## src/common/uifc_pkg.sv

```systemverilog
package uifc_pkg;

  // ********************************************************
  // Register map
  // ********************************************************
  localparam logic [31:0] ADDR_DIV_LOW        = 32'h5000_1100;
  localparam logic [31:0] ADDR_IEN_DIV_HIGH   = 32'h5000_1104;
  localparam logic [31:0] ADDR_IDENT_FIFO_CTL = 32'h5000_1108;
  localparam logic [31:0] ADDR_LINE_CTRL      = 32'h5000_110c;

  localparam logic [1:0]  RESP_OKAY   = 2'h0;
  localparam logic [1:0]  RESP_SLVERR = 2'h2;

  // ********************************************************
  // Field layouts
  // ********************************************************
  localparam int unsigned IEN_PROG_TXE    = 7;
  localparam int unsigned IEN_MODEM       = 3;
  localparam int unsigned IEN_LINE        = 2;
  localparam int unsigned IEN_TXE         = 1;
  localparam int unsigned IEN_RXD         = 0;
  localparam logic [7:0]  IEN_WRITE_MASK  = 8'h8f;
  localparam int unsigned FC_FIFO_EN      = 0;
  localparam int unsigned FC_RX_FLUSH     = 1;
  localparam int unsigned FC_TX_FLUSH     = 2;
  localparam int unsigned FC_XFER_MODE    = 3;
  localparam int unsigned FC_TX_THR_LSB   = 4;
  localparam int unsigned FC_RX_TRIG_LSB  = 6;
  localparam int unsigned LINE_DIV_SEL    = 7;
  localparam int unsigned IDENT_CODE_LSB  = 0;
  localparam int unsigned IDENT_STATE_LSB = 6;
  localparam logic [1:0]  FIFO_STATE_ON   = 2'h3;
  localparam logic [1:0]  FIFO_STATE_OFF  = 2'h0;

  // ********************************************************
  // FIFO levels, depth 16
  // ********************************************************
  localparam logic [4:0]  CNT_ZERO         = 5'h00;
  localparam logic [4:0]  RX_LVL_ONE       = 5'h01;
  localparam logic [4:0]  RX_LVL_QUARTER   = 5'h04;
  localparam logic [4:0]  RX_LVL_HALF      = 5'h08;
  localparam logic [4:0]  RX_LVL_NEAR_FULL = 5'h0e;
  localparam logic [4:0]  TX_LVL_EMPTY     = 5'h00;
  localparam logic [4:0]  TX_LVL_TWO       = 5'h02;
  localparam logic [4:0]  TX_LVL_QUARTER   = 5'h04;
  localparam logic [4:0]  TX_LVL_HALF      = 5'h08;

  // ********************************************************
  // Baud generator
  // ********************************************************
  localparam logic [15:0] DIV_ZERO   = 16'h0000;
  localparam logic [15:0] DIV_ONE    = 16'h0001;
  localparam logic [3:0]  PHASE_LAST = 4'hf;
  localparam logic [3:0]  PHASE_STEP = 4'h1;

  typedef enum logic [3:0] {
    ID_MODEM    = 4'h0,
    ID_NONE     = 4'h1,
    ID_TX_EMPTY = 4'h2,
    ID_RX_DATA  = 4'h4,
    ID_LINE     = 4'h6,
    ID_BUSY     = 4'h7,
    ID_TIMEOUT  = 4'hc
  } uifc_ident_t;

  typedef struct packed {
    logic        awvalid;
    logic [31:0] awaddr;
    logic        wvalid;
    logic [31:0] wdata;
    logic [3:0]  wstrb;
    logic        bready;
    logic        arvalid;
    logic [31:0] araddr;
    logic        rready;
  } uifc_axil_req_t;

  typedef struct packed {
    logic        awready;
    logic        wready;
    logic        bvalid;
    logic [1:0]  bresp;
    logic        arready;
    logic        rvalid;
    logic [31:0] rdata;
    logic [1:0]  rresp;
  } uifc_axil_rsp_t;

  typedef struct packed {
    logic lineStatus;
    logic charTimeout;
    logic txHoldingEmpty;
    logic modemStatus;
    logic busyDetect;
  } uifc_irq_src_t;

  typedef struct packed {
    logic        awReady;
    logic        wReady;
    logic [31:0] awAddr;
    logic [31:0] wData;
    logic [3:0]  wStrb;
    logic        bValid;
    logic [1:0]  bResp;
    logic        arReady;
    logic        rValid;
    logic [31:0] rData;
    logic [1:0]  rResp;
    logic [7:0]  irqEnable;
    logic [7:0]  divLow;
    logic [7:0]  divHigh;
    logic        divLatchSel;
    logic        fifoEnable;
    logic        xferMode;
    logic [1:0]  rxTrig;
    logic [1:0]  txThresh;
    logic        rxFlush;
    logic        txFlush;
    logic        irqOut;
    logic        rtsN;
    logic        dmaRxReqN;
    logic        dmaTxReqN;
    logic [15:0] divCount;
    logic [3:0]  phase16;
    logic        sampleTick;
    logic        bitTick;
  } uifc_state_t;

  localparam uifc_state_t STATE_RESET = '{
    awReady: 1'b1, wReady: 1'b1, arReady: 1'b1, rtsN: 1'b1,
    dmaRxReqN: 1'b1, dmaTxReqN: 1'b1, default: '0};

endpackage

```

## src/design/uifc_irq_ident.sv

```systemverilog
`timescale 1ns/10ps
module uifc_irq_ident (
  input  wire logic             lineIrq,    // Line status pending
  input  wire logic             timeoutIrq, // Character timeout pending
  input  wire logic             rxDataIrq,  // Receive data pending
  input  wire logic             txEmptyIrq, // Transmit empty pending
  input  wire logic             modemIrq,   // Modem status pending
  input  wire logic             busyIrq,    // Busy detect pending
  output uifc_pkg::uifc_ident_t identCode   // Highest pending source
);

  // ********************************************************
  // Fixed priority encoder
  // ********************************************************
  always_comb begin
    identCode = uifc_pkg::ID_NONE;
    if (lineIrq) begin
      identCode = uifc_pkg::ID_LINE;
    end else if (timeoutIrq) begin
      identCode = uifc_pkg::ID_TIMEOUT;
    end else if (rxDataIrq) begin
      identCode = uifc_pkg::ID_RX_DATA;
    end else if (txEmptyIrq) begin
      identCode = uifc_pkg::ID_TX_EMPTY;
    end else if (modemIrq) begin
      identCode = uifc_pkg::ID_MODEM;
    end else if (busyIrq) begin
      identCode = uifc_pkg::ID_BUSY;
    end
  end

endmodule

```

## src/design/uifc_top.sv

```systemverilog
// Decided for this implementation: the AXI4-Lite slave port.
`timescale 1ns/10ps
module uifc_top (
  input  wire logic                     clk,          // Clock
  input  wire logic                     rst,          // Async reset
  input  wire uifc_pkg::uifc_axil_req_t axilReq,      // Bus request
  output uifc_pkg::uifc_axil_rsp_t      axilRsp,      // Bus response
  input  wire uifc_pkg::uifc_irq_src_t  irqSrc,       // Raw sources
  input  wire logic [4:0]               rxFifoCount,  // Receive fill
  input  wire logic [4:0]               txFifoCount,  // Transmit fill
  input  wire logic                     autoFlowEnable, // Autoflow on
  input  wire logic                     rtsRequest,   // Software RTS
  output logic                          irq,          // Interrupt
  output logic                          rtsN,         // Request to send
  output logic                          dmaRxReqN,    // Receive request
  output logic                          dmaTxReqN,    // Transmit request
  output logic                          fifoEnable,   // FIFO mode
  output logic                          rxFifoFlush,  // Receive flush
  output logic                          txFifoFlush,  // Transmit flush
  output logic                          divLatchSel,  // Divisor select
  output logic [15:0]                   baudDivisor,  // Divisor value
  output logic                          sampleTick,   // 16x tick
  output logic                          bitTick       // Bit tick
);

  uifc_pkg::uifc_state_t st_reg;
  uifc_pkg::uifc_state_t st_next;
  uifc_pkg::uifc_ident_t identCode;
  logic [4:0]            rxLevel;
  logic [4:0]            txLevel;
  logic                  rxAtTrig;
  logic                  txAtThresh;
  logic                  progTxEmptyIrqMode;
  logic                  lineIrq;
  logic                  rxDataIrq;
  logic                  timeoutIrq;
  logic                  txEmptyIrq;
  logic                  modemIrq;
  logic                  anyPending;
  logic                  writeFire;
  logic [15:0]           divisorValue;

  // ********************************************************
  // Trigger level decode
  // ********************************************************
  function automatic logic [4:0] rxLevelOf(input logic [1:0] sel);
    logic [4:0] lvl;
    lvl = uifc_pkg::RX_LVL_ONE;
    case (sel)
      2'h0: lvl = uifc_pkg::RX_LVL_ONE;
      2'h1: lvl = uifc_pkg::RX_LVL_QUARTER;
      2'h2: lvl = uifc_pkg::RX_LVL_HALF;
      default: lvl = uifc_pkg::RX_LVL_NEAR_FULL;
    endcase
    return lvl;
  endfunction

  function automatic logic [4:0] txLevelOf(input logic [1:0] sel);
    logic [4:0] lvl;
    lvl = uifc_pkg::TX_LVL_EMPTY;
    case (sel)
      2'h0: lvl = uifc_pkg::TX_LVL_EMPTY;
      2'h1: lvl = uifc_pkg::TX_LVL_TWO;
      2'h2: lvl = uifc_pkg::TX_LVL_QUARTER;
      default: lvl = uifc_pkg::TX_LVL_HALF;
    endcase
    return lvl;
  endfunction

  assign rxLevel    = rxLevelOf(st_reg.rxTrig);
  assign txLevel    = txLevelOf(st_reg.txThresh);
  assign rxAtTrig   = rxFifoCount >= rxLevel;
  assign txAtThresh = txFifoCount <= txLevel;
  assign divisorValue = {st_reg.divHigh, st_reg.divLow};

  // ********************************************************
  // Interrupt source gating
  // ********************************************************
  assign progTxEmptyIrqMode =
    st_reg.irqEnable[uifc_pkg::IEN_PROG_TXE] & st_reg.fifoEnable;
  assign lineIrq = st_reg.irqEnable[uifc_pkg::IEN_LINE]
                   & irqSrc.lineStatus;
  assign rxDataIrq = st_reg.irqEnable[uifc_pkg::IEN_RXD]
                     & (st_reg.fifoEnable ? rxAtTrig
                        : (rxFifoCount != uifc_pkg::CNT_ZERO));
  assign timeoutIrq = st_reg.irqEnable[uifc_pkg::IEN_RXD]
                      & st_reg.fifoEnable
                      & irqSrc.charTimeout;
  assign txEmptyIrq = st_reg.irqEnable[uifc_pkg::IEN_TXE]
                      & (progTxEmptyIrqMode ? txAtThresh
                         : irqSrc.txHoldingEmpty);
  assign modemIrq = st_reg.irqEnable[uifc_pkg::IEN_MODEM]
                    & irqSrc.modemStatus;

  uifc_irq_ident u_ident (
    .lineIrq    (lineIrq),
    .timeoutIrq (timeoutIrq),
    .rxDataIrq  (rxDataIrq),
    .txEmptyIrq (txEmptyIrq),
    .modemIrq   (modemIrq),
    .busyIrq    (irqSrc.busyDetect),
    .identCode  (identCode)
  );

  assign anyPending = identCode != uifc_pkg::ID_NONE;
  assign writeFire  = !st_reg.awReady && !st_reg.wReady
                      && !st_reg.bValid;

  // ********************************************************
  // Next state
  // ********************************************************
  always_comb begin
    logic [31:0] rd;
    logic [1:0]  rr;
    logic [7:0]  wb;
    rd = '0;
    rr = uifc_pkg::RESP_OKAY;
    wb = st_reg.wData[7:0];
    st_next = st_reg;
    st_next.rxFlush    = 1'b0;
    st_next.txFlush    = 1'b0;
    st_next.sampleTick = 1'b0;
    st_next.bitTick    = 1'b0;

    // Write address and data, taken in either order
    if (axilReq.awvalid && st_reg.awReady) begin
      st_next.awReady = 1'b0;
      st_next.awAddr  = axilReq.awaddr;
    end
    if (axilReq.wvalid && st_reg.wReady) begin
      st_next.wReady = 1'b0;
      st_next.wData  = axilReq.wdata;
      st_next.wStrb  = axilReq.wstrb;
    end
    if (writeFire) begin
      st_next.bValid = 1'b1;
      st_next.bResp  = uifc_pkg::RESP_OKAY;
      if (st_reg.awAddr == uifc_pkg::ADDR_DIV_LOW) begin
        if (st_reg.wStrb[0] && st_reg.divLatchSel) begin
          st_next.divLow = wb;
        end
      end else if (st_reg.awAddr == uifc_pkg::ADDR_IEN_DIV_HIGH) begin
        if (st_reg.wStrb[0] && st_reg.divLatchSel) begin
          st_next.divHigh = wb;
        end else if (st_reg.wStrb[0]) begin
          st_next.irqEnable = wb & uifc_pkg::IEN_WRITE_MASK;
        end
      end else if (st_reg.awAddr == uifc_pkg::ADDR_IDENT_FIFO_CTL) begin
        if (st_reg.wStrb[0]) begin
          st_next.fifoEnable = wb[uifc_pkg::FC_FIFO_EN];
          st_next.rxFlush  = wb[uifc_pkg::FC_RX_FLUSH];
          st_next.txFlush  = wb[uifc_pkg::FC_TX_FLUSH];
          st_next.xferMode = wb[uifc_pkg::FC_XFER_MODE];
          st_next.txThresh = wb[uifc_pkg::FC_TX_THR_LSB +: 2];
          st_next.rxTrig   = wb[uifc_pkg::FC_RX_TRIG_LSB +: 2];
        end
      end else if (st_reg.awAddr == uifc_pkg::ADDR_LINE_CTRL) begin
        if (st_reg.wStrb[0]) begin
          st_next.divLatchSel = wb[uifc_pkg::LINE_DIV_SEL];
        end
      end else begin
        st_next.bResp = uifc_pkg::RESP_SLVERR;
      end
    end
    if (st_reg.bValid && axilReq.bready) begin
      st_next.bValid  = 1'b0;
      st_next.awReady = 1'b1;
      st_next.wReady  = 1'b1;
    end

    // Read decode
    if (axilReq.araddr == uifc_pkg::ADDR_DIV_LOW) begin
      if (st_reg.divLatchSel) begin
        rd[7:0] = st_reg.divLow;
      end
    end else if (axilReq.araddr == uifc_pkg::ADDR_IEN_DIV_HIGH) begin
      rd[7:0] = st_reg.divLatchSel ? st_reg.divHigh
                                   : st_reg.irqEnable;
    end else if (axilReq.araddr == uifc_pkg::ADDR_IDENT_FIFO_CTL) begin
      rd[uifc_pkg::IDENT_CODE_LSB +: 4] = identCode;
      rd[uifc_pkg::IDENT_STATE_LSB +: 2] =
        st_reg.fifoEnable ? uifc_pkg::FIFO_STATE_ON
                          : uifc_pkg::FIFO_STATE_OFF;
    end else if (axilReq.araddr == uifc_pkg::ADDR_LINE_CTRL) begin
      rd[uifc_pkg::LINE_DIV_SEL] = st_reg.divLatchSel;
    end else begin
      rr = uifc_pkg::RESP_SLVERR;
    end
    if (axilReq.arvalid && st_reg.arReady) begin
      st_next.arReady = 1'b0;
      st_next.rValid  = 1'b1;
      st_next.rData   = rd;
      st_next.rResp   = rr;
    end
    if (st_reg.rValid && axilReq.rready) begin
      st_next.rValid  = 1'b0;
      st_next.arReady = 1'b1;
    end

    // Interrupt, flow control and transfer requests
    st_next.irqOut = anyPending;
    st_next.rtsN = !(rtsRequest && !(autoFlowEnable
                   && st_reg.fifoEnable && rxAtTrig));
    if (!st_reg.fifoEnable) begin
      st_next.dmaRxReqN = !(rxFifoCount != uifc_pkg::CNT_ZERO);
      st_next.dmaTxReqN = !irqSrc.txHoldingEmpty;
    end else if (st_reg.xferMode) begin
      st_next.dmaRxReqN = !(rxAtTrig || irqSrc.charTimeout);
      st_next.dmaTxReqN = !txAtThresh;
    end else begin
      st_next.dmaRxReqN = !(rxFifoCount != uifc_pkg::CNT_ZERO);
      st_next.dmaTxReqN = !(txFifoCount == uifc_pkg::CNT_ZERO);
    end

    // Baud generator, clock over sixteen times divisor
    if (divisorValue == uifc_pkg::DIV_ZERO) begin
      st_next.divCount = uifc_pkg::DIV_ZERO;
      st_next.phase16  = '0;
    end else if (st_reg.divCount >= divisorValue - uifc_pkg::DIV_ONE) begin
      st_next.divCount   = uifc_pkg::DIV_ZERO;
      st_next.sampleTick = 1'b1;
      st_next.phase16    = st_reg.phase16 + uifc_pkg::PHASE_STEP;
      st_next.bitTick    = st_reg.phase16 == uifc_pkg::PHASE_LAST;
    end else begin
      st_next.divCount = st_reg.divCount + uifc_pkg::DIV_ONE;
    end
  end

  // ********************************************************
  // State register
  // ********************************************************
  always_ff @(posedge clk or posedge rst) begin
    if (rst) begin
      st_reg <= uifc_pkg::STATE_RESET;
    end else begin
      st_reg <= st_next;
    end
  end

  // ********************************************************
  // Outputs
  // ********************************************************
  assign axilRsp.awready = st_reg.awReady;
  assign axilRsp.wready  = st_reg.wReady;
  assign axilRsp.bvalid  = st_reg.bValid;
  assign axilRsp.bresp   = st_reg.bResp;
  assign axilRsp.arready = st_reg.arReady;
  assign axilRsp.rvalid  = st_reg.rValid;
  assign axilRsp.rdata   = st_reg.rData;
  assign axilRsp.rresp   = st_reg.rResp;
  assign irq         = st_reg.irqOut;
  assign rtsN        = st_reg.rtsN;
  assign dmaRxReqN   = st_reg.dmaRxReqN;
  assign dmaTxReqN   = st_reg.dmaTxReqN;
  assign fifoEnable  = st_reg.fifoEnable;
  assign rxFifoFlush = st_reg.rxFlush;
  assign txFifoFlush = st_reg.txFlush;
  assign divLatchSel = st_reg.divLatchSel;
  assign baudDivisor = divisorValue;
  assign sampleTick  = st_reg.sampleTick;
  assign bitTick     = st_reg.bitTick;
endmodule

```

## config.mk

```make
export PLATFORM = sky130hd
export DESIGN_NAME = uifc_top
export DESIGN_NICKNAME = d
export VERILOG_FILES = /design/src/common/uifc_pkg.sv /design/src/design/uifc_irq_ident.sv /design/src/design/uifc_top.sv
export SDC_FILE = /design/constraint.sdc
export NUM_CORES = 1
export LEC_CHECK = 0
export ABC_AREA = 1
export BUFFER_PORTS_ARGS = -buffer_cell sky130_fd_sc_hd__buf_2
export CAP_MARGIN = 10
export CORE_MARGIN = 4
export CORE_UTILIZATION = 53
export CTS_CLUSTER_DIAMETER = 50
export DETAILED_ROUTE_END_ITERATION = 8
export PLACE_DENSITY = 0.89
export RECOVER_POWER = 50
export SLEW_MARGIN = 30
export SYNTH_ARGS = -nofsm -noshare
export SYNTH_HDL_FRONTEND = slang
export SYNTH_SLANG_ARGS = --single-unit
```

## constraint.sdc

```tcl
create_clock -name clk -period 4.25 [get_ports clk]
set_clock_uncertainty 0.05 [all_clocks]
set_input_delay 0.85 -clock clk [delete_from_list [all_inputs] [get_ports clk]]
set_output_delay 0.85 -clock clk [all_outputs]
set_load 0.01 [all_outputs]
```

==> results_dict.tcl <==
set metrics [dict create \
    synth-async-reset-ratio 1.000 \
    core_um2 12210 \
    clockBufferDepth 2 \
    largest_register_ffs 71 \
    via_per_inst 5.047 \
    crit_fanout 16 \
    rsz0062_at_grt "false" \
    maxSlewViolCount 100 \
    pre_cts_ws_ps 1006 \
    cts_made_buffers 9 \
    globalplace.congestion 0.8496 \
    drive_gt1_frac 0.2201 \
    clkTransAtPathRegs_ps 70 \
    hold_ws_ps 426.9 \
    violations "capacitance limit, slew limit" \
    cp_num_buf_inv 4 \
    grt_pass1_wl_um 24850 \
    cap_violations 2 \
    grt_antenna_before_repair 0 \
    detail-route-antenna-nets 0 \
    placementRows 40 \
    firstDrtPassIters 5 \
    clk_latency_ps 360 \
    worst_slew_pin_slew_ps 2166 \
    track_usage 0.2115 \
    fmax_mhz 296.6 \
    crit_start "baudDivisor[0]" \
    p_int_mw 2.085 \
    max-vdd-ir-drop_mv 0.3794 \
    arrival_ps 3610 \
    drt_iter0_drc 307 \
    seq_area_um2 2810 \
    cp_slowest_cell "dfrtp_1" \
    grt_pass1_vias 5616 \
    drt-wirelength-per-cell_um 13.73 \
    synth_edf_count 0 \
    crit_type "flip-flop to flip-flop" \
    yosysTopAreaCell "dfrtp_1" \
    setup_ws_ps 878.3 \
    syn2layout_area_growth_pct 12.54 \
    worstSetupEndpointType "flip-flop" \
    fin_setup_tns_ps 0 \
    critPathTopFamily "simple AND/OR/NAND/NOR gates" \
    fillers 1054 \
    cts_sinks 112 \
    synth_cell_type_count 43 \
    h-tree-depth 3 \
    cts_resized 0 \
    swShare 0.3049 \
    power.clock.fraction 0.318 \
    ioPinCount 191 \
    holdCritStartpoint "axilRsp[35]" \
    required_ps 4490 \
    synth_area_um2 6733 \
    cts-root-buf "clkbuf_16" \
    p_leak_nw 4.167 \
    finalSetupViolCount 0 \
    critPathLaunchType "flip-flop" \
    synthFlopType "dfrtp_1" \
    switchingPower_mw 0.9146 \
    dp_hpwl_um 11940 \
    dr_total_vias 5663 \
    start_util 0.5513 \
    portBuffers 137 \
    cpPeakStageDelay_ps 430 \
    synth_top_area_share 0.3940 \
    synth_cells 843 \
    min_period_ps 3372 \
    slew_headroom -0.4520 \
    synthTopCellsByCount "164 x nand2_1, 120 x inv_1, 108 x nor2_1" \
    wl_um 15400 \
    cts_tree "yes" \
    comb_power_share 0.208 \
    die_h_um 120.7 \
    ys_seq_elements 112 \
    powerDensity_nw_per_um2 395.9 \
    hold_violations 0 \
    synth_area_leaders "dfrtp_1 39%, nand2_1 9.1%, inv_1 6.7%" \
    yosys_warnings 0 \
    fin_crit_sh 0.7933 \
    multi_input_area_um2 3052 \
    drc 0 \
    hold_buffers 0 \
    yosysSeqAreaShare 0.4174 \
    crit_path_frequent_cell "nand2_1" \
    r2r-start "baudDivisor[0]" \
    cts_setup_buffers 0 \
    diodes 0 \
    seq_power_share 0.474 \
    grt_overflow_total 0 \
    finish.net_count 1099 \
    status "finished with violations" \
    hp-class "flip-flop to flip-flop" \
    synth_most_common_cell "nand2_1" \
    critical_path.cell_chain "inv_1, ha_1, nand2_1, nor2_2, nand3_1, nor3_2, nand2_1, nor2_1, nand2_1, xor2_1, inv_1, ha_1, nand4_1, inv_1, a21oi_1, nand4_4, inv_2, nand2_1, nor2_1" \
    die_w_um 120.7 \
    syn_area_per_cell_um2 7.987 \
    die_area_um2 14570 \
    grt_max_degree 51 \
]
power by group through the flow:
stage	Sequential, mW	Clock [mW]	Combinational (mW)
global route	1.45	1.01	0.705
floorplan	1.41	0	0.505
global placement	1.43	0	0.602
CTS	1.42	0.967	0.633
finish	1.42	0.954	0.625
detailed placement	1.44	0	0.629
cells in the final DEF, fill, tap and decap left out, types with 4 or more instances in the layout:
cell,instances
nand3b_1,4
buf_2,137
nor2_1,108
o21ai_0,17
a21oi_1,41
inv_1,119
conb_1,26
nand3_1,40
xnor2_1,5
xor2_1,15
o21ai_2,8
nor4_1,7
nor3_2,4
dfstp_2,4
dfrtp_1,106
nand4_1,17
clkbuf_16,9
nor3_1,14
ha_1,26
nand2_1,164
mux2_2,18
o21ai_1,19
cell families after synthesis:
group           share of synthesized area
simple gates                       0.2570
buf+inv                            0.1425
flops                              0.4174
compound gates                    0.07657
fa+ha+maj                         0.04832
xor+xnor                          0.02602
mux                               0.03159
other cells                     0.0005570
routing by layer:
| metal | wire, µm | up-vias | GRT usage |
|---|---|---|---|
| met3 | 1427 | 35 | 0.07343 |
| met1 | 5993 | 2597 | 0.2410 |
| li1 | - | 2824 | - |
| met5 | 0 | - | 0 |
| met4 | 386 | 0 | 0.07082 |
| met2 | 7596 | 207 | 0.3702 |
stage by stage:
step	cell area (µm²)	power, mW	util	std cells
finish	7577	3.000	0.6205	1122
detailed placement	7249	2.070	0.5936	1106
floorplan	6827	1.911	-	868
global placement	7249	2.030	0.5936	1106
CTS	7590	3.023	0.6215	1122
global route	7577	3.163	0.6205	1122
cell type report:
type / count / share of cell area
multi-input cells: 563 / 0.4027
flip-flops and latches: 112 / 0.3709
repair buffers: 140 / 0.09264
inverters: 123 / 0.06110
clock buffers: 11 / 0.03336
well taps: 168 / 0.02774
clock inverters: 5 / 0.01156
worst reg2reg max path: cells and delay by family, from the launching register on:
family	cells	cell delay, ps
and+or+nand+nor	11	1480
adders and majority gates	2	510
DFF	1	430
buffers and inverters	4	430
AOI/OAI and AO/OA	1	290
xor gates and xnor gates	1	150
worst paths after layout:
path                       depth (start not counted)  slack, ps           to
min                                                2        430  axilRsp[35]
min in group asynchronous                          2       1010  st_reg[152]
max reg2reg                                       19        880    st_reg[9]
max                                               19        880    st_reg[9]
min reg2reg                                        2        430  axilRsp[35]
max in group asynchronous                          3       1580  rxFifoFlush
(Power assumes the default switching activity.)
